File: src/flash_bank_pkg.sv
/*
  constants shared by the flash bank switch device, its cpu-side controller,
  the assertions on the link between them and the bench.
  assumes one 200 mhz clock and a synchronous active-high reset.
*/
package flash_bank_pkg;
  // ----------------------------------------
  // control register
  // ----------------------------------------
  localparam logic [7:0] FMC_ADDR = 8'hfb;
  localparam int SEL_HI_BIT = 7;
  localparam int SEL_LO_BIT = 6;
  localparam int HV_BIT = 5;
  localparam int DONE_BIT = 4;
  localparam logic [7:0] FMC_RESET = 8'h00;
  localparam logic [7:0] FMC_SEL_LO = 8'h40;
  localparam logic [3:0] FC_RESET = 4'h0;
  localparam logic [3:0] FC_BYTE = 4'h5;
  localparam logic [3:0] FC_PAGE = 4'hc;
  localparam logic [3:0] FC_BLOCK = 4'h3;
  localparam logic [3:0] FC_FULL = 4'ha;
  // ----------------------------------------
  // address map
  // ----------------------------------------
  localparam logic [15:0] RESET_PC = 16'h0000;
  localparam logic [5:0] BOOT_WIN = 6'h3f;
  localparam logic [15:0] FLASH_END = 16'hc000;
  localparam logic [15:0] RET_PC = 16'h0100;
  localparam logic [15:0] EP_READ = 16'hffba;
  localparam logic [15:0] EP_WRITE = 16'hffad;
  localparam logic [15:0] EP_PAGE = 16'hffaa;
  localparam logic [15:0] EP_BLOCK = 16'hffa5;
  localparam logic [15:0] EP_FULL = 16'hffa0;
  // ----------------------------------------
  // routine results and security codes
  // ----------------------------------------
  localparam logic [7:0] ACC_PAGE = 8'h08;
  localparam logic [7:0] ACC_BLOCK = 8'h02;
  localparam logic [7:0] ACC_FULL = 8'h0a;
  localparam logic [7:0] DPL_BLOCK = 8'h08;
  localparam logic [15:0] DATA_POINTER_FULL = 16'h0018;
  localparam logic [15:0] PAGE_ALIGN = 16'hffe0;
  localparam logic [7:0] SEC_OFF0 = 8'h00;
  localparam logic [7:0] SEC_OFF1 = 8'hff;
  // ----------------------------------------
  // flash timer
  // ----------------------------------------
  localparam int CLK_MHZ = 200;
  localparam int TICK_NS = 1000;
  localparam int TICK_DIV = TICK_NS * CLK_MHZ / 1000;
  localparam int WRITE_TIME_US = 2500;
  localparam int ERASE_TIME_US = 5000;
  localparam int WRITE_TICKS = WRITE_TIME_US * 1000 / TICK_NS;
  localparam int ERASE_TICKS = ERASE_TIME_US * 1000 / TICK_NS;
  // ----------------------------------------
  // controller registers
  // ----------------------------------------
  localparam logic [7:0] CTRL_OFF = 8'h00;
  localparam logic [7:0] DATA_POINTER_OFF = 8'h04;
  localparam logic [7:0] ACC_OFF = 8'h08;
  localparam logic [7:0] STAT_OFF = 8'h0c;
  localparam logic [7:0] RES_OFF = 8'h10;
  localparam logic [1:0] RESP_OKAY = 2'b00;
  localparam logic [1:0] RESP_SLVERR = 2'b10;

  typedef enum logic [2:0] {FOP_READ, FOP_WRITE, FOP_PAGE, FOP_BLOCK, FOP_FULL} fop_e;
endpackage

File: src/flash_bank_if.sv
/*
  link between the cpu core side and the flash bank switch device.
  assumes both ends run on the same clock.
*/
`timescale 1ns/1ps
interface flash_bank_if;
  logic sfr_wr;
  logic sfr_rd;
  logic [7:0] sfr_addr;
  logic [7:0] sfr_wdata;
  logic [7:0] sfr_rdata;
  logic pc_valid;
  logic pc_ret;
  logic [15:0] pc_addr;
  logic map_boot;
  logic map_ext;
  logic fetch_stall;
  logic call_req;
  logic [7:0] call_acc;
  logic [15:0] call_data_pointer;
  logic call_ack;
  logic [7:0] ret_acc;
  logic [15:0] ret_data_pointer;

  modport dev (input sfr_wr, sfr_rd, sfr_addr, sfr_wdata, pc_valid, pc_ret, pc_addr,
               call_req, call_acc, call_data_pointer,
               output sfr_rdata, map_boot, map_ext, fetch_stall, call_ack, ret_acc,
               ret_data_pointer);
  modport cpu (output sfr_wr, sfr_rd, sfr_addr, sfr_wdata, pc_valid, pc_ret, pc_addr,
               call_req, call_acc, call_data_pointer,
               input sfr_rdata, map_boot, map_ext, fetch_stall, call_ack, ret_acc,
               ret_data_pointer);
endinterface

File: src/flash_bank_dev.sv
/*
  flash bank switch device: control register, user/boot mapping, security
  lock of the function code, and the flash routines with their own timer.
  assumes the flash array answers a read one cycle after its request and
  that strap pins and the security byte are steady around reset.
*/
// Register access over AXI4-Lite is this design's own decision.
`timescale 1ns/1ps
module flash_bank_dev
  import flash_bank_pkg::*;
#(
  parameter int WRITE_T = WRITE_TICKS,
  parameter int ERASE_T = ERASE_TICKS
) (
  // clock and reset
  input wire logic CLK,
  input wire logic RST,
  // cpu link
  flash_bank_if.dev LINK,
  // strap pins
  input wire logic PROGRAM_STORE_STROBE_N,
  input wire logic EXTERNAL_ACCESS_N,
  input wire logic ALE,
  // security byte as stored at the top of flash
  input wire logic [7:0] SEC_BYTE,
  // flash array
  output logic FL_REQ,
  output fop_e FL_OP,
  output logic [15:0] FL_ADDR,
  output logic [7:0] FL_WDATA,
  input wire logic [7:0] FL_RDATA,
  output logic FL_FETCH_EN,
  // status
  output logic HIGH_VOLTAGE
);
  typedef enum logic [2:0] {ST_IDLE, ST_RDWAIT, ST_RDCAP, ST_HV, ST_VERIFY, ST_DONE} dev_e;

  // ----------------------------------------
  // pin synchronisers and reset straps
  // ----------------------------------------
  logic [2:0] pin_s1_q;
  logic [2:0] pin_s2_q;
  logic rel_q;
  logic ea_q;
  logic sec_q;

  always_ff @(posedge CLK) begin
    pin_s1_q <= {PROGRAM_STORE_STROBE_N, EXTERNAL_ACCESS_N, ALE};
    pin_s2_q <= pin_s1_q;
  end

  always_ff @(posedge CLK) begin
    if (RST) begin
      rel_q <= 1'b1;
    end else begin
      rel_q <= 1'b0;
    end
  end

  dev_e state_q;
  fop_e op_q;
  logic tick;
  logic [12:0] tick_cnt_q;

  always_ff @(posedge CLK) begin
    if (RST) begin
      ea_q <= 1'b0;
      sec_q <= 1'b0;
    end else if (rel_q) begin
      ea_q <= pin_s2_q[1];
      sec_q <= (SEC_BYTE != SEC_OFF0) && (SEC_BYTE != SEC_OFF1);
    end else if (state_q == ST_HV && tick && tick_cnt_q == 13'h0001 && op_q == FOP_FULL) begin
      sec_q <= 1'b0;
    end
  end

  // ----------------------------------------
  // program space mapping
  // ----------------------------------------
  logic sel_hi_q;
  logic sel_lo_q;
  logic done_q;
  logic [3:0] code_q;
  logic in_win;
  logic boot_hit;
  logic was_boot_q;
  logic src_int_q;
  logic busy;

  assign in_win = (LINK.pc_addr[15:10] == BOOT_WIN);
  assign boot_hit = (sel_hi_q & sel_lo_q) | ((sel_hi_q | sel_lo_q) & in_win);
  assign busy = (state_q != ST_IDLE);
  assign LINK.map_boot = boot_hit;
  assign LINK.map_ext = !boot_hit && (!ea_q || LINK.pc_addr >= FLASH_END);
  assign LINK.fetch_stall = busy && !boot_hit;

  always_ff @(posedge CLK) begin
    if (RST) begin
      FL_FETCH_EN <= 1'b0;
    end else begin
      FL_FETCH_EN <= LINK.pc_valid && !boot_hit && !LINK.map_ext && !busy;
    end
  end

  always_ff @(posedge CLK) begin
    if (RST) begin
      was_boot_q <= 1'b0;
      src_int_q <= 1'b1;
    end else if (rel_q) begin
      src_int_q <= pin_s2_q[1];
    end else if (LINK.pc_valid) begin
      was_boot_q <= boot_hit;
      src_int_q <= !boot_hit && !LINK.map_ext;
    end
  end

  // ----------------------------------------
  // control register
  // ----------------------------------------
  logic fmc_wr;
  logic code_ok;

  assign fmc_wr = LINK.sfr_wr && (LINK.sfr_addr == FMC_ADDR);
  assign code_ok = !sec_q || src_int_q || (LINK.sfr_wdata[3:0] == FC_FULL);

  always_ff @(posedge CLK) begin
    if (RST) begin
      sel_hi_q <= FMC_RESET[SEL_HI_BIT];
      sel_lo_q <= FMC_RESET[SEL_LO_BIT];
    end else if (rel_q) begin
      sel_hi_q <= !pin_s2_q[2] && !pin_s2_q[1] && pin_s2_q[0];
      sel_lo_q <= !pin_s2_q[2] && !pin_s2_q[1] && pin_s2_q[0];
    end else if (state_q == ST_DONE) begin
      sel_hi_q <= 1'b0;
      sel_lo_q <= 1'b0;
    end else if (LINK.pc_valid && LINK.pc_ret && was_boot_q && !in_win) begin
      sel_hi_q <= 1'b0;
      sel_lo_q <= 1'b0;
    end else if (LINK.pc_valid && sel_hi_q && !sel_lo_q && !in_win) begin
      sel_hi_q <= 1'b0;
    end else if (fmc_wr) begin
      sel_hi_q <= LINK.sfr_wdata[SEL_HI_BIT];
      sel_lo_q <= LINK.sfr_wdata[SEL_LO_BIT];
    end
  end

  always_ff @(posedge CLK) begin
    if (RST) begin
      done_q <= FMC_RESET[DONE_BIT];
    end else if (state_q == ST_DONE) begin
      done_q <= 1'b1;
    end else if (fmc_wr) begin
      done_q <= LINK.sfr_wdata[DONE_BIT];
    end
  end

  always_ff @(posedge CLK) begin
    if (RST) begin
      code_q <= FC_RESET;
    end else if (fmc_wr && code_ok) begin
      code_q <= LINK.sfr_wdata[3:0];
    end
  end

  always_ff @(posedge CLK) begin
    if (RST) begin
      LINK.sfr_rdata <= FMC_RESET;
    end else begin
      LINK.sfr_rdata <= {sel_hi_q, sel_lo_q, HIGH_VOLTAGE, done_q, code_q};
    end
  end

  // ----------------------------------------
  // flash timer
  // ----------------------------------------
  logic [7:0] div_q;

  assign tick = (div_q == 8'(TICK_DIV - 1));

  always_ff @(posedge CLK) begin
    if (RST || tick) begin
      div_q <= 8'h00;
    end else begin
      div_q <= div_q + 8'h01;
    end
  end

  // ----------------------------------------
  // routine sequencer
  // ----------------------------------------
  logic [7:0] acc_q;
  logic [15:0] data_pointer_q;
  logic call_ok;
  fop_e call_op;

  always_comb begin
    call_op = FOP_READ;
    call_ok = boot_hit;
    unique case (LINK.pc_addr)
      EP_READ: call_ok = call_ok && (code_q == FC_BYTE);
      EP_WRITE: begin
        call_op = FOP_WRITE;
        call_ok = call_ok && (code_q == FC_BYTE);
      end
      EP_PAGE: begin
        call_op = FOP_PAGE;
        call_ok = call_ok && (code_q == FC_PAGE);
      end
      EP_BLOCK: begin
        call_op = FOP_BLOCK;
        call_ok = call_ok && (code_q == FC_BLOCK);
      end
      EP_FULL: begin
        call_op = FOP_FULL;
        call_ok = call_ok && (code_q == FC_FULL);
      end
      default: call_ok = 1'b0;
    endcase
  end

  always_ff @(posedge CLK) begin
    if (RST) begin
      state_q <= ST_IDLE;
      op_q <= FOP_READ;
      acc_q <= 8'h00;
      data_pointer_q <= 16'h0000;
      tick_cnt_q <= 13'h0000;
      FL_REQ <= 1'b0;
      FL_OP <= FOP_READ;
      FL_ADDR <= 16'h0000;
      FL_WDATA <= 8'h00;
    end else begin
      FL_REQ <= 1'b0;
      unique case (state_q)
        ST_IDLE: if (LINK.call_req) begin
          op_q <= call_op;
          acc_q <= LINK.call_acc;
          data_pointer_q <= LINK.call_data_pointer;
          FL_ADDR <= LINK.call_data_pointer;
          FL_WDATA <= LINK.call_acc;
          FL_OP <= call_op;
          FL_REQ <= call_ok;
          tick_cnt_q <= 13'(call_op == FOP_WRITE ? WRITE_T : ERASE_T);
          if (!call_ok) begin
            state_q <= ST_DONE;
          end else if (call_op == FOP_READ) begin
            state_q <= ST_RDWAIT;
          end else begin
            state_q <= ST_HV;
          end
        end
        ST_RDWAIT: state_q <= ST_RDCAP;
        ST_RDCAP: begin
          acc_q <= FL_RDATA;
          state_q <= ST_DONE;
        end
        ST_HV: if (tick) begin
          tick_cnt_q <= tick_cnt_q - 13'h0001;
          if (tick_cnt_q == 13'h0001) begin
            state_q <= (op_q == FOP_WRITE) ? ST_VERIFY : ST_DONE;
            unique case (op_q)
              FOP_PAGE: begin
                acc_q <= ACC_PAGE;
                data_pointer_q <= data_pointer_q & PAGE_ALIGN;
              end
              FOP_BLOCK: begin
                acc_q <= ACC_BLOCK;
                data_pointer_q <= {data_pointer_q[15:8], DPL_BLOCK};
              end
              FOP_FULL: begin
                acc_q <= ACC_FULL;
                data_pointer_q <= DATA_POINTER_FULL;
              end
              default: acc_q <= acc_q;
            endcase
          end
        end
        ST_VERIFY: begin
          FL_OP <= FOP_READ;
          FL_REQ <= 1'b1;
          state_q <= ST_RDWAIT;
        end
        ST_DONE: state_q <= ST_IDLE;
      endcase
    end
  end

  assign HIGH_VOLTAGE = (state_q == ST_HV);
  assign LINK.call_ack = (state_q == ST_DONE);
  assign LINK.ret_acc = acc_q;
  assign LINK.ret_data_pointer = data_pointer_q;
endmodule // flash_bank_dev

File: src/flat_wrapper.sv
// flat-port wrapper written by rule: the top's interface ports become plain ports
module flash_bank_dev_flat import flash_bank_pkg::*;
#(
  parameter int WRITE_T = WRITE_TICKS,
  parameter int ERASE_T = ERASE_TICKS
)
  (CLK, RST, PROGRAM_STORE_STROBE_N, EXTERNAL_ACCESS_N, ALE, SEC_BYTE, FL_REQ, FL_OP, FL_ADDR, FL_WDATA, FL_RDATA, FL_FETCH_EN, HIGH_VOLTAGE, LINK_sfr_wr, LINK_sfr_rd, LINK_sfr_addr, LINK_sfr_wdata, LINK_pc_valid, LINK_pc_ret, LINK_pc_addr, LINK_call_req, LINK_call_acc, LINK_call_data_pointer, LINK_sfr_rdata, LINK_map_boot, LINK_map_ext, LINK_fetch_stall, LINK_call_ack, LINK_ret_acc, LINK_ret_data_pointer);
  flash_bank_if LINK_i ();
  input wire logic CLK;
  input wire logic RST;
  input wire logic PROGRAM_STORE_STROBE_N;
  input wire logic EXTERNAL_ACCESS_N;
  input wire logic ALE;
  input wire logic [7:0] SEC_BYTE;
  output logic FL_REQ;
  output fop_e FL_OP;
  output logic [15:0] FL_ADDR;
  output logic [7:0] FL_WDATA;
  input wire logic [7:0] FL_RDATA;
  output logic FL_FETCH_EN;
  output logic HIGH_VOLTAGE;
  input wire logic [$bits(LINK_i.sfr_wr)-1:0] LINK_sfr_wr;
  input wire logic [$bits(LINK_i.sfr_rd)-1:0] LINK_sfr_rd;
  input wire logic [$bits(LINK_i.sfr_addr)-1:0] LINK_sfr_addr;
  input wire logic [$bits(LINK_i.sfr_wdata)-1:0] LINK_sfr_wdata;
  input wire logic [$bits(LINK_i.pc_valid)-1:0] LINK_pc_valid;
  input wire logic [$bits(LINK_i.pc_ret)-1:0] LINK_pc_ret;
  input wire logic [$bits(LINK_i.pc_addr)-1:0] LINK_pc_addr;
  input wire logic [$bits(LINK_i.call_req)-1:0] LINK_call_req;
  input wire logic [$bits(LINK_i.call_acc)-1:0] LINK_call_acc;
  input wire logic [$bits(LINK_i.call_data_pointer)-1:0] LINK_call_data_pointer;
  output wire logic [$bits(LINK_i.sfr_rdata)-1:0] LINK_sfr_rdata;
  output wire logic [$bits(LINK_i.map_boot)-1:0] LINK_map_boot;
  output wire logic [$bits(LINK_i.map_ext)-1:0] LINK_map_ext;
  output wire logic [$bits(LINK_i.fetch_stall)-1:0] LINK_fetch_stall;
  output wire logic [$bits(LINK_i.call_ack)-1:0] LINK_call_ack;
  output wire logic [$bits(LINK_i.ret_acc)-1:0] LINK_ret_acc;
  output wire logic [$bits(LINK_i.ret_data_pointer)-1:0] LINK_ret_data_pointer;
  assign LINK_i.sfr_wr = LINK_sfr_wr;
  assign LINK_i.sfr_rd = LINK_sfr_rd;
  assign LINK_i.sfr_addr = LINK_sfr_addr;
  assign LINK_i.sfr_wdata = LINK_sfr_wdata;
  assign LINK_i.pc_valid = LINK_pc_valid;
  assign LINK_i.pc_ret = LINK_pc_ret;
  assign LINK_i.pc_addr = LINK_pc_addr;
  assign LINK_i.call_req = LINK_call_req;
  assign LINK_i.call_acc = LINK_call_acc;
  assign LINK_i.call_data_pointer = LINK_call_data_pointer;
  assign LINK_sfr_rdata = LINK_i.sfr_rdata;
  assign LINK_map_boot = LINK_i.map_boot;
  assign LINK_map_ext = LINK_i.map_ext;
  assign LINK_fetch_stall = LINK_i.fetch_stall;
  assign LINK_call_ack = LINK_i.call_ack;
  assign LINK_ret_acc = LINK_i.ret_acc;
  assign LINK_ret_data_pointer = LINK_i.ret_data_pointer;
  flash_bank_dev #(.WRITE_T(WRITE_T), .ERASE_T(ERASE_T)) u_core (.CLK(CLK), .RST(RST), .LINK(LINK_i), .PROGRAM_STORE_STROBE_N(PROGRAM_STORE_STROBE_N), .EXTERNAL_ACCESS_N(EXTERNAL_ACCESS_N), .ALE(ALE), .SEC_BYTE(SEC_BYTE), .FL_REQ(FL_REQ), .FL_OP(FL_OP), .FL_ADDR(FL_ADDR), .FL_WDATA(FL_WDATA), .FL_RDATA(FL_RDATA), .FL_FETCH_EN(FL_FETCH_EN), .HIGH_VOLTAGE(HIGH_VOLTAGE));
endmodule
File: config.mk
export PLATFORM = sky130hd
export DESIGN_NAME = flash_bank_dev_flat
export DESIGN_NICKNAME = d
export VERILOG_FILES = /design/src/flash_bank_pkg.sv /design/src/flash_bank_if.sv /design/src/flash_bank_dev.sv /design/src/flat_wrapper.sv
export SDC_FILE = /design/constraint.sdc
export NUM_CORES = 1
export LEC_CHECK = 0
export CAP_MARGIN = 15
export CORE_ASPECT_RATIO = 2
export CORE_UTILIZATION = 35
export CTS_CLUSTER_SIZE = 30
export DETAILED_ROUTE_END_ITERATION = 10
export DONT_BUFFER_PORTS = 1
export PLACE_DENSITY = 0.52
export SLEW_MARGIN = 5
export SYNTH_ARGS = -nofsm -noshare
export SYNTH_HDL_FRONTEND = slang
export SYNTH_SLANG_ARGS = --single-unit
File: constraint.sdc
create_clock -name CLK -period 1.9 [get_ports CLK]
set_clock_uncertainty 0.15 [all_clocks]
set_input_delay 0.19 -clock CLK [delete_from_list [all_inputs] [get_ports CLK]]
set_output_delay 0.19 -clock CLK [all_outputs]
set_load 0.01 [all_outputs]
# After elaboration in Yosys (flattened, before gate mapping)
# Index checks and enable logic that the tools add are counted.
# word_totals
register_bits	106
inputBits	82
out_inout_bits	66
word_cells	171
# classes
addsub	2
n_lt_le_gt_ge	1
n_eq_ne	34
n_mux	44
bitwise	5
reduce_logical	60
# op_table
op	count
$eq A16 B16 Y1 const B	5
$mux W16	3
$pmux W16 S3	1
$pmux W8 S3	2
$mux W13	3
$pmux W16 S2	1
$pmux W13 S2	1
$logic_and A1 B1 Y1	24
$mux W8	3
$mux W1	19
$pmux W3 S6	1
$eq A8 B8 Y1 const B	2
$ge A16 B16 Y1 const B	1
$mux W3	5
$eq A13 B1 Y1 const B	1
$sub A13 B1 Y13 const B	1
$eq A3 B2 Y1 const B	4
$eq A4 B4 Y1 const B	3
$pmux W3 S4	1
$reduce_and A5 Y1	2
$reduce_bool A2 Y1	5
$eq A3 B1 Y1 const B	3
$eq A3 B3 Y1 const B	3
$logic_not A1 Y1	9
other kinds (28)	43

# Longest topological paths before layout
# Gate-level depths: netlist of run 1.
# logic_depth
ltp_word	9
ltp_mapped	8
ltp_nobuf	7

# Worst setup path before layout of run 1
# Ideal clock, no wire load.
# synth_path
path_kind	register to register
start	register u_core.tick_cnt_q[0]
end	register u_core.acc_q[5], in the netlist u_core.LINK.ret_acc[5]
setup_ps	91
arrival_ps	1779
required_time_ps	1659
path_slack_ps	-119
stages_incl_launch_ff	8
n_path_buf	1
synth_period_minus_slack_ps	2019
cell_sequence	dfxtp_1 ha_1 nor3b_1 nand4_2 a211oi_4 buf_6 a21oi_1 a311oi_1
# synth_via
elab_chain_len	3
# synth_rtl
item	line_no	source
start: declaration	flash_bank_dev.sv:63	logic [12:0] tick_cnt_q;
start signal: assignment	flash_bank_dev.sv:243	tick_cnt_q <= 13'(call_op == FOP_WRITE ? WRITE_T : ERASE_T);
start signal: assignment	flash_bank_dev.sv:258	tick_cnt_q <= tick_cnt_q - 13'h0001;
$eq A13 B1 Y1	flash_bank_dev.sv:259	if (tick_cnt_q == 13'h0001) begin
$ne A2 B1 Y1 (no source line)	-	
$reduce_and A5 Y1 (no source line)	-	
end signal: assignment	flash_bank_dev.sv:237	acc_q <= LINK.call_acc;
end signal: assignment	flash_bank_dev.sv:274	default: acc_q <= acc_q;
end: declaration	flash_bank_dev.sv:191	logic [7:0] acc_q;
# Every way passes these cells.
# A chain may end at the register's enable or synchronous reset.

# Worst setup path after layout of run 1
# layout_path
start	register u_core.tick_cnt_q[0]
end	register u_core.tick_cnt_q[11]
# layout_via
elab_chain_len	3
# layout_rtl
item	line_no	source
$sub A13 B1 Y13	flash_bank_dev.sv:258	
$mux W13	flash_bank_dev.sv:257	ST_HV: if (tick) begin
$pmux W13 S2	flash_bank_dev.sv:234	unique case (state_q)
# Every way passes these cells. The select of a mux whose other input is x is not followed.

==> impl_results.md, run 1 <==
- Outcome: complete, but fails checks
- Failing checks: hold timing, setup timing
- Overall power: about 6.5 mW
- Post-synth top flop: dfxtp_1
- Yosys top cell area share: 47.3%
- Largest net degree at the start of global routing: a little under 90
- DIE AREA: 13,300 sq um
- Fmax: roughly 490 MHz
- Clock slew at reported path FFs: roughly 0.08 ns
- Setup TNS: -0.893 ns
- Clock buffer depth: 2
- DRC: 0
- CP Data Required Time: 2.02 ns
- RD Place Congestion: 0.796
- Layout cells sized above 1: 24.5%
- DRT iter0 DRCs: 130
- Finished Core Util: between 40% and 50%
- Die Y: 162 microns
- WL final: 13.6 mm
- Vias in the first global route: 4,251
- DPL Wire Length: about 10 mm
- Clock sink total: 106
- Rows: 58
- Synthesized cell area: 4490 sq um
- Pleak: about 2.3 nW
- Drt via density: ~5.5
- Final WS setup: -0.136 ns
- Gr ovfl total: 0
- Crit path kind: flop to flop
- EDFF count, synth: 0
- Inserted Diodes: 0
- Multi-input logic area: 2420 sq um
- Max_cap viols: 0
- Mean Syn Cell Area: 8.61 sq um
- Initial antenna violation count: 0
- Yosys warning total: 0
- Total GRT Usage: 20.5%
- Synth unique cells: 65
- CTS tree: built
- Worst slew pin tran: 0.445 ns
- Synth area leaders: dfxtp_1 (47%), a21oi_1 (7.7%), nand2_1 (6.3%), nor2_1 (3.5%), a22o_1 (2.5%)
- Syn nets: just over 600
- Routing usage on met3: 4.21%
- First-pass GRT wire length: 20.5 mm
- Register Area: 2140 sq um
- Via count of the routed design: about 4,300
- Fillers: 1,216
- Ys async rst share: 0%
- Top Usage Layer GRT: met2
- Power Density: approximately 1100 nW/um^2
- TritonRoute pass-1 iters: 4
- Die X: 82.1 microns
- Register area share after synthesis: 47.3%
- Placed inst area: 5150 sq um
- Drt wl/cell: about 18 microns
- Layout net count: 704
- Final Hold Vio Count: between 60 and 70
- Crit. End Element: flop
- # H-tree levels: 3
- Largest fanout on the critical path: 4
- Max IR drop VDD: slightly above 0.7 mV
- Cts bufs inserted: 9
- Worst-case hold slack: -0.282 ns
- Flops & latches, synth: ~110
- # IOs: 148
- GRT met1 Usage: 20.6%
- RSZ-0062 raised after global routing: yes
- Final setup fails: 25
- Mapped Cells: about 520
- Min-Delay Path Class: input pin to flop
- Met2 Use GR: 38.6%
- Nature of the critical path startpoint: flop
- Slew margin rel.: a little over two thirds
- Post-synth top area cell: dfxtp_1
- Tmin final: 2.04 ns
- Worst path arrival time: 2.16 ns
- Commonest non-fill, non-tap cell in the layout: dfxtp_1
- Worst-Skew Late Latency: ~0.35 ns
- Crit share post-route: 107%
- Final count of pins violating max slew: 0
- Core Area: 12,600 sq um
- Root buffer cell: clkbuf_16
- Initial core utilization: roughly 36%
- Post-route antenna net violation count: 0
- Finished layout cell area: 6120 sq um
- Most frequent cells in the layout: dfxtp_1 (99), nand2_1 (75), buf_4 (69), a21oi_1 (62), nor2_1 (41)
- IO buf count: 0
- P&R area growth vs syn: 36.4%
## where the power goes
group	switching [mW]	internal, mW	total [mW]
Combinational	0.871	0.856	1.73
Sequential	0.297	2.49	2.78
Clock	0.914	1.06	1.98
Total	2.08	4.41	6.49
## cell type report
cell class	count	area share (%)
Tap cell	150	3.07
Inverter	12	0.838
Sequential cell	106	34.9
Multi-Input combinational cell	377	39.6
Timing Repair Buffer	113	16.4
Clock buffer	9	3.68
Clock inverter	7	1.53
## critical path: stages (launching register included)
cell	delay (ns)
dfxtp_2	0.34
buf_6	0.13
or4_4	0.53
nor4_4	0.31
buf_4	0.16
a21o_1	0.12
a21oi_2	0.06
nor3_1	0.17
## metrics by stage
step	hold WS, ns	worst slack, ns	cells
after floorplan	0.0677	0.0204	521
after global placement	0.0678	-0.108	717
after detailed placement	0.0678	-0.139	717
after CTS	-0.298	-0.0794	771
after global routing	-0.296	-0.180	774
final	-0.282	-0.136	774
## per-layer routing
metal	up-vias	part of all wire, %	wire length [microns]
met5	-	0	0
met3	26	5.5	749
met1	2038	36	4930
li1	2074	-	-
met4	0	2.8	386
met2	140	55	7520
## kinds of logic (layout without fill, tap and decap cells)
family,count (synthesis),after routing,synth area share (%)
buf+inv,38,141,3.54
simple gates,219,219,25.0
compound gates,136,136,19.4
fa+ha+maj,4,4,1.06
mux,6,6,1.34
xor+xnor,12,12,2.34
flops,106,106,47.3
## timing repair
item | CTS | global route
setup buffers | 5 | 2
setup endpoints to repair | 30 | 46
hold endpoints to repair | 103 | 77
gates cloned | 1 | 0
hold buffers | 32 | 1
resized for setup | 37 | 35
pin swaps | 15 | 17
## final timing paths
check                                           from               endpoint  slack, ns  depth (start not counted)
worst max-delay path            u_core.tick_cnt_q[0]  u_core.tick_cnt_q[11]      -0.14                          7
worst min-delay path                             RST           u_core.rel_q      -0.28                          0
worst max register to register  u_core.tick_cnt_q[0]  u_core.tick_cnt_q[11]      -0.14                          7
worst min register to register    u_core.pin_s1_q[2]     u_core.pin_s2_q[2]       0.18                          0
## sequential cells by signal, indices dropped and copies added, names as in the netlist, 3 cells and up
signal / count
u_core.state_q: 3
u_core.LINK.sfr_rdata: 8
u_core.FL_ADDR: 16
u_core.LINK.ret_data_pointer: 16
u_core.div_q: 8
u_core.LINK.ret_acc: 8
u_core.FL_OP: 3
u_core.FL_WDATA: 8
u_core.op_q: 3
u_core.pin_s1_q: 3
u_core.code_q: 4
u_core.pin_s2_q: 3
u_core.tick_cnt_q: 13
## synthesized netlist by cell type (all sizes together), types with 10 or more instances
library cell and n:
nor3 21, dfxtp 106, nand3 13, o21ai 15, inv 12, buf 10, a21oi 70, a22o 13
clkbuf 16, nor2 42, a311oi 11, nand2 75
(Power assumes the default switching activity.)
==> run 2: changes to the inputs <==
--- a/config.mk
+++ b/config.mk
@@ -5,12 +5,14 @@
 export SDC_FILE = /design/constraint.sdc
 export NUM_CORES = 1
 export LEC_CHECK = 0
+export ABC_CLOCK_PERIOD_IN_PS = 1900
 export CAP_MARGIN = 15
 export CORE_ASPECT_RATIO = 2
 export CORE_UTILIZATION = 35
 export CTS_CLUSTER_SIZE = 30
 export DETAILED_ROUTE_END_ITERATION = 10
 export DONT_BUFFER_PORTS = 1
+export HOLD_SLACK_MARGIN = 0.08
 export PLACE_DENSITY = 0.52
 export SLEW_MARGIN = 5
 export SYNTH_ARGS = -nofsm -noshare
==> run 2 against run 1 <==
  * Largest cell class unchanged
  * Core utilization about the same
  * The flow still finishes with violations (hold timing, setup timing)
  * Via count decreased by 0.12%
  * Largest power group unchanged
  * Critical endpoint unchanged
  * Worst setup slack about the same
  * Clock power about the same
==> impl_results.md, run 2 (synthesis gave the netlist of run 1 again) <==
- Fmax: 491 MHz (about the same)
- Tmin final: 2.04 ns (+0.000389 ns)
- RD Place Congestion: 0.796 (unchanged)
- IO buf count: 0 (unchanged)
- Clock group share of total power: 30.4% (about the same)
- Initial core utilization: 35.7% (unchanged)
- Pleak: 2.32 nW (about the same)
- Multi-input logic area: 2430 sq um (+0.26%)
- Post-route antenna net violation count: 0 (unchanged)
- Max_cap viols: 0 (unchanged)
- Switching Share: 32.2% (+0.11 points)
- TritonRoute pass-1 iters: 4 (unchanged)
- Clock sink total: 106 (unchanged)
- Crit. End Element: flop
- Crit share post-route: 107% (about the same)
- First-pass GRT wire length: 20.5 mm (-0.14%)
- Setup TNS: -1.02 ns (-0.129 ns)
- Gr ovfl total: 0 (unchanged)
- # H-tree levels: 3 (unchanged)
- WL final: 13.6 mm (+0.13%)
- Via count of the routed design: 4,273 (-0.12%)
- Drt via density: 5.52 (-0.12%)
- Nature of the critical path startpoint: flop
- Drt wl/cell: 17.6 microns (+0.13%)
- Layout cells sized above 1: 24.7% (+0.16 points)
- Crit path kind: flop to flop
- Outcome: complete, but fails checks
- DPL Wire Length: 9.76 mm (unchanged)
- Worst path arrival time: 2.16 ns (about the same)
- Most frequent cells in the layout: dfxtp_1 (99), nand2_1 (75), buf_4 (69), a21oi_1 (62), nor2_1 (41)
- Register Area: 2140 sq um (unchanged)
- Die X: 82.1 microns (unchanged)
- Fillers: 1,217 (+0.082%)
- Failing checks: hold timing, setup timing
- Cts bufs inserted: 9 (unchanged)
- Power Density: 1060 nW/um^2 (+0.15%)
- Core Area: 12,600 sq um (unchanged)
- Slew margin rel.: 68.8% (-1.3 points)
- Largest net degree at the start of global routing: 87 (unchanged)
- DRT iter0 DRCs: 136 (+4.6%)
- Rows: 58 (unchanged)
- DIE AREA: 13,300 sq um (unchanged)
- DRC: 0 (unchanged)
- Finished Core Util: 48.8% (+0.050 points)
- Final setup fails: 25 (unchanged)
- Inserted Diodes: 0 (unchanged)
- Internal: 4.41 mW (about the same)
- Root buffer cell: clkbuf_16
- Worst-Skew Late Latency: 0.35 ns (about the same)
- CP Data Required Time: 2.02 ns (about the same)
- # IOs: 148 (unchanged)
- Worst hold path startpoint: RST
- Clock buffer depth: 2 (unchanged)
- Clock slew at reported path FFs: 0.08 ns (about the same)
- Reg2reg start: u_core.tick_cnt_q[0]
- Vias in the first global route: 4,247 (-0.094%)
- Max IR drop VDD: 0.721 mV (about the same)
- Crit. Startpoint: u_core.tick_cnt_q[0]
- Largest fanout on the critical path: 4 (unchanged)
- Layout net count: 704 (unchanged)
- Worst-case hold slack: -0.258 ns (+0.0236 ns)
- Total GRT Usage: 20.4% (-0.023 points)
- RSZ-0062 raised after global routing: yes
- P&R area growth vs syn: 36.6%
- Commonest non-fill, non-tap cell in the layout: dfxtp_1
- Initial antenna violation count: 0 (unchanged)
- Min-Delay Path Class: input pin to flop
- Sw Pwr: 2.09 mW (+0.59%)
- Sequential share of power: 42.8% (about the same)
- Worst slew pin tran: 0.464 ns (+0.0192 ns)
- Die Y: 162 microns (unchanged)
- Combinational Power Share: 26.8% (+0.2 points)
- Final WS setup: -0.136 ns (-0.000389 ns)
- CTS tree: built
- Final count of pins violating max slew: 0 (unchanged)
- Final Hold Vio Count: 64 (unchanged)
## run 2: cell counts in the layout (fill, tap and decap cells not counted)
No cell type changed its count.
## run 2: worst paths after layout
| path | to | slack (ns) | cells after the start |
|---|---|---|---|
| setup / recovery | u_core.tick_cnt_q[11] | -0.14 | 7 |
| hold / removal | u_core.rel_q | -0.26 | 0 |
| setup reg to reg | u_core.tick_cnt_q[11] | -0.14 | 7 |
| hold reg to reg | u_core.pin_s2_q[2] | 0.18 | 0 |
## run 2: area by class of cell
| class | instances | area share (%) |
|---|---|---|
| Clock buffer | 9 | 3.67 |
| Sequential cell | 106 | 34.9 |
| Clock inverter | 7 | 1.53 |
| Inverter | 12 | 0.837 |
| Multi-Input combinational cell | 377 | 39.6 |
| Timing Repair Buffer | 113 | 16.4 |
| Tap cell | 150 | 3.06 |
## run 2: layer usage
metal | global-route usage [%] | part of all wire, %
met5 | 0 | 0
met1 | 20.6 | 36
met4 | 8.61 | 2.9
met3 | 4.21 | 5.7
met2 | 38.5 | 55
## run 2: power by group through the flow
stage | registers (mW) | clock network [mW] | logic, mW
4_1_cts | 2.78 | 2.04 | 1.62
6_report | 2.78 | 1.98 | 1.74
3_3_place_gp | 2.81 | 0 | 1.37
5_1_grt | 2.83 | 2.10 | 1.89
3_5_place_dp | 2.82 | 0 | 1.40
2_1_floorplan | 2.77 | 0 | 0.882
## run 2: timing repair
item	CTS	global route
gates cloned	1	0
hold buffers	32	1
setup endpoints to repair	30	46
hold endpoints to repair	103	85
pin swaps	15	17
gates resized for setup	37	36
buffers inserted	5	2
## run 2: worst max-delay path, cell delays in order (launching register included)
cell,delay (ns)
dfxtp_2,0.34
buf_6,0.12
or4_4,0.53
nor4_4,0.31
buf_4,0.16
a21o_1,0.12
a21oi_2,0.06
nor3_1,0.16
## run 2: per-stage QoR
step                setup WS [ns]  cells  area, sq um  power [mW]
floorplan                  0.0204    521         4510        3.65
global placement           -0.108    717         5150        4.18
detailed placement         -0.139    717         5150        4.22
CTS                       -0.0794    771         5960        6.44
global route               -0.180    774         6130        6.82
finish                     -0.136    774         6130        6.51
==> run 3: changes to the inputs <==
--- a/config.mk
+++ b/config.mk
@@ -18,3 +18,4 @@
 export SYNTH_ARGS = -nofsm -noshare
 export SYNTH_HDL_FRONTEND = slang
 export SYNTH_SLANG_ARGS = --single-unit
+export TNS_END_PERCENT = 50
==> run 3 against run 2 <==
  * Critical path depth unchanged
  * Hold slack got worse by 0.012 ns
  * Final cell count decreased by 0.13%
  * Combinational power about the same
  * Clock power about the same
  * The flow still finishes with violations (hold timing, setup timing)
  * Core utilization decreased by 0.27 points
==> impl_results.md, run 3 (synthesis gave the netlist of run 1 again) <==
- Sw Pwr: 2.08 mW (-0.63%)
- Drt via density: 5.49 (-0.57%)
- Cts bufs inserted: 9 (unchanged)
- Die Y: 162 microns (unchanged)
- Initial core utilization: 35.7% (unchanged)
- Commonest non-fill, non-tap cell in the layout: dfxtp_1
- # H-tree levels: 3 (unchanged)
- DRC: 0 (unchanged)
- DRT iter0 DRCs: 119 (-13%)
- Power Density: 1060 nW/um^2 (+0.20%)
- Largest fanout on the critical path: 4 (unchanged)
- CTS tree: built
- Layout net count: 703 (-0.14%)
- IO buf count: 0 (unchanged)
- Inserted Diodes: 0 (unchanged)
- # IOs: 148 (unchanged)
- Overall power: 6.48 mW (-0.35%)
- Met3 wire len: 762 microns (-1.7%)
- Initial antenna violation count: 0 (unchanged)
- Final count of pins violating max slew: 0 (unchanged)
- WL final: 13.6 mm (+0.10%)
- Slew margin rel.: 69.6% (+0.74 points)
- Gr ovfl total: 0 (unchanged)
- DPL Wire Length: 9.76 mm (unchanged)
- Routed met1 length: 5.00 mm (+0.66%)
- Fmax: 493 MHz (+0.31%)
- Total GRT Usage: 20.4% (unchanged)
- Final Hold Vio Count: 77 (+20%)
- Worst-case hold slack: -0.270 ns (-0.0120 ns)
- Worst-Skew Late Latency: 0.35 ns (about the same)
- Vias in the first global route: 4,247 (unchanged)
- DIE AREA: 13,300 sq um (unchanged)
- Max_cap viols: 0 (unchanged)
- Clock buffer depth: 2 (unchanged)
- Tmin final: 2.03 ns (-0.00628 ns)
- Outcome: complete, but fails checks
- Via count of the routed design: 4,243 (-0.70%)
- Crit share post-route: 107% (-0.33 points)
- Top Layer Used: met4
- Fillers: 1,222 (+0.41%)
- Nature of the critical path startpoint: flop
- Min-Delay Path Class: input pin to flop
- Post-route antenna net violation count: 0 (unchanged)
- RSZ-0062 raised after global routing: yes
- Rows: 58 (unchanged)
- Max IR drop VDD: 0.720 mV (-0.16%)
- Clock sink total: 106 (unchanged)
- Root buffer cell: clkbuf_16
- Core Area: 12,600 sq um (unchanged)
- Layout cells sized above 1: 23.6% (-1.1 points)
- Placed inst area: 5150 sq um (unchanged)
- Crit. End Element: flop
- Clock group share of total power: 30.5% (about the same)
- TritonRoute pass-1 iters: 4 (unchanged)
- Most frequent cells in the layout: dfxtp_1 (100), nand2_1 (75), buf_4 (69), a21oi_1 (62), nor2_1 (41)
- Worst path arrival time: 2.15 ns (about the same)
- Switching Share: 32.1% (-0.088 points)
- Die X: 82.1 microns (unchanged)
- Finished layout cell area: 6090 sq um (-0.55%)
- First-pass GRT wire length: 20.5 mm (unchanged)
- Routed wl met2: 7.45 mm (-0.17%)
- P&R area growth vs syn: 35.8%
- Final WS setup: -0.130 ns (+0.00628 ns)
- CP Data Required Time: 2.02 ns (about the same)
- Final setup fails: 26 (+4.0%)
- Clock slew at reported path FFs: 0.08 ns (about the same)
- Worst slew pin tran: 0.453 ns (-0.0111 ns)
- Internal: 4.40 mW (-0.23%)
- Crit path kind: flop to flop
- Combinational Power Share: 26.6% (-0.2 points)
- Largest net degree at the start of global routing: 87 (unchanged)
- Failing checks: hold timing, setup timing
- RD Place Congestion: 0.796 (unchanged)
- Sequential share of power: 42.9% (about the same)
- Pleak: 2.33 nW (about the same)
- Drt wl/cell: 17.6 microns (+0.23%)
## run 3: per-layer routing
layer	vias up	global-route usage [%]
li1	2072	-
met1	2004	20.6
met2	137	38.5
met3	30	4.21
met4	0	8.61
met5	-	0
## run 3: critical path: stages, from the launching register on
cell and delay [ns]:
dfxtp_2 0.34, buf_6 0.12, or4_4 0.53, nor4_4 0.31, buf_4 0.16, a21o_1 0.12, a21oi_2 0.05, nor3_1 0.17
## run 3: final timing paths
kind                                              end  slack (ns)                 start  cells past startpoint
worst min register to register     u_core.pin_s2_q[2]        0.18    u_core.pin_s1_q[2]                      0
worst min-delay path                     u_core.rel_q       -0.27                   RST                      0
worst max-delay path            u_core.tick_cnt_q[11]       -0.13  u_core.tick_cnt_q[0]                      7
worst max register to register  u_core.tick_cnt_q[11]       -0.13  u_core.tick_cnt_q[0]                      7
## run 3: per-stage QoR
step,utilization (%),hold slack [ns],setup WS (ns),TNS [ns],std cells
floorplan,-,0.0677,0.0204,0,521
global placement,41.0,0.0678,-0.108,-1.48,717
detailed placement,41.0,0.0678,-0.139,-2.13,717
CTS,47.5,-0.298,-0.0794,-0.837,771
global route,48.5,-0.297,-0.180,-3.58,773
finish,48.5,-0.270,-0.130,-0.808,773
## run 3: area by class of cell
type,instances,area [sq um],area share [%]
clock buffer,9,225,3.70
clock inverter,7,93.8,1.54
inverter,12,47.5,0.780
multi-input combinational,377,2410,39.6
sequential,106,2130,35.0
tap,150,188,3.08
timing repair buffer,112,995,16.3
## run 3: repair_timing
action | CTS | global route
gates resized for setup | 37 | 27
pin swaps | 15 | 13
hold buffers | 32 | 1
endpoints found under the hold margin | 103 | 85
gates cloned | 1 | 0
endpoints found under the setup margin | 30 | 46
setup buffers | 5 | 1
## run 3: power groups by stage
stage,logic [mW],registers [mW],clock network (mW)
floorplan,0.882,2.77,0
global placement,1.37,2.81,0
detailed placement,1.40,2.82,0
CTS,1.62,2.78,2.04
global route,1.88,2.82,2.11
finish,1.73,2.78,1.97
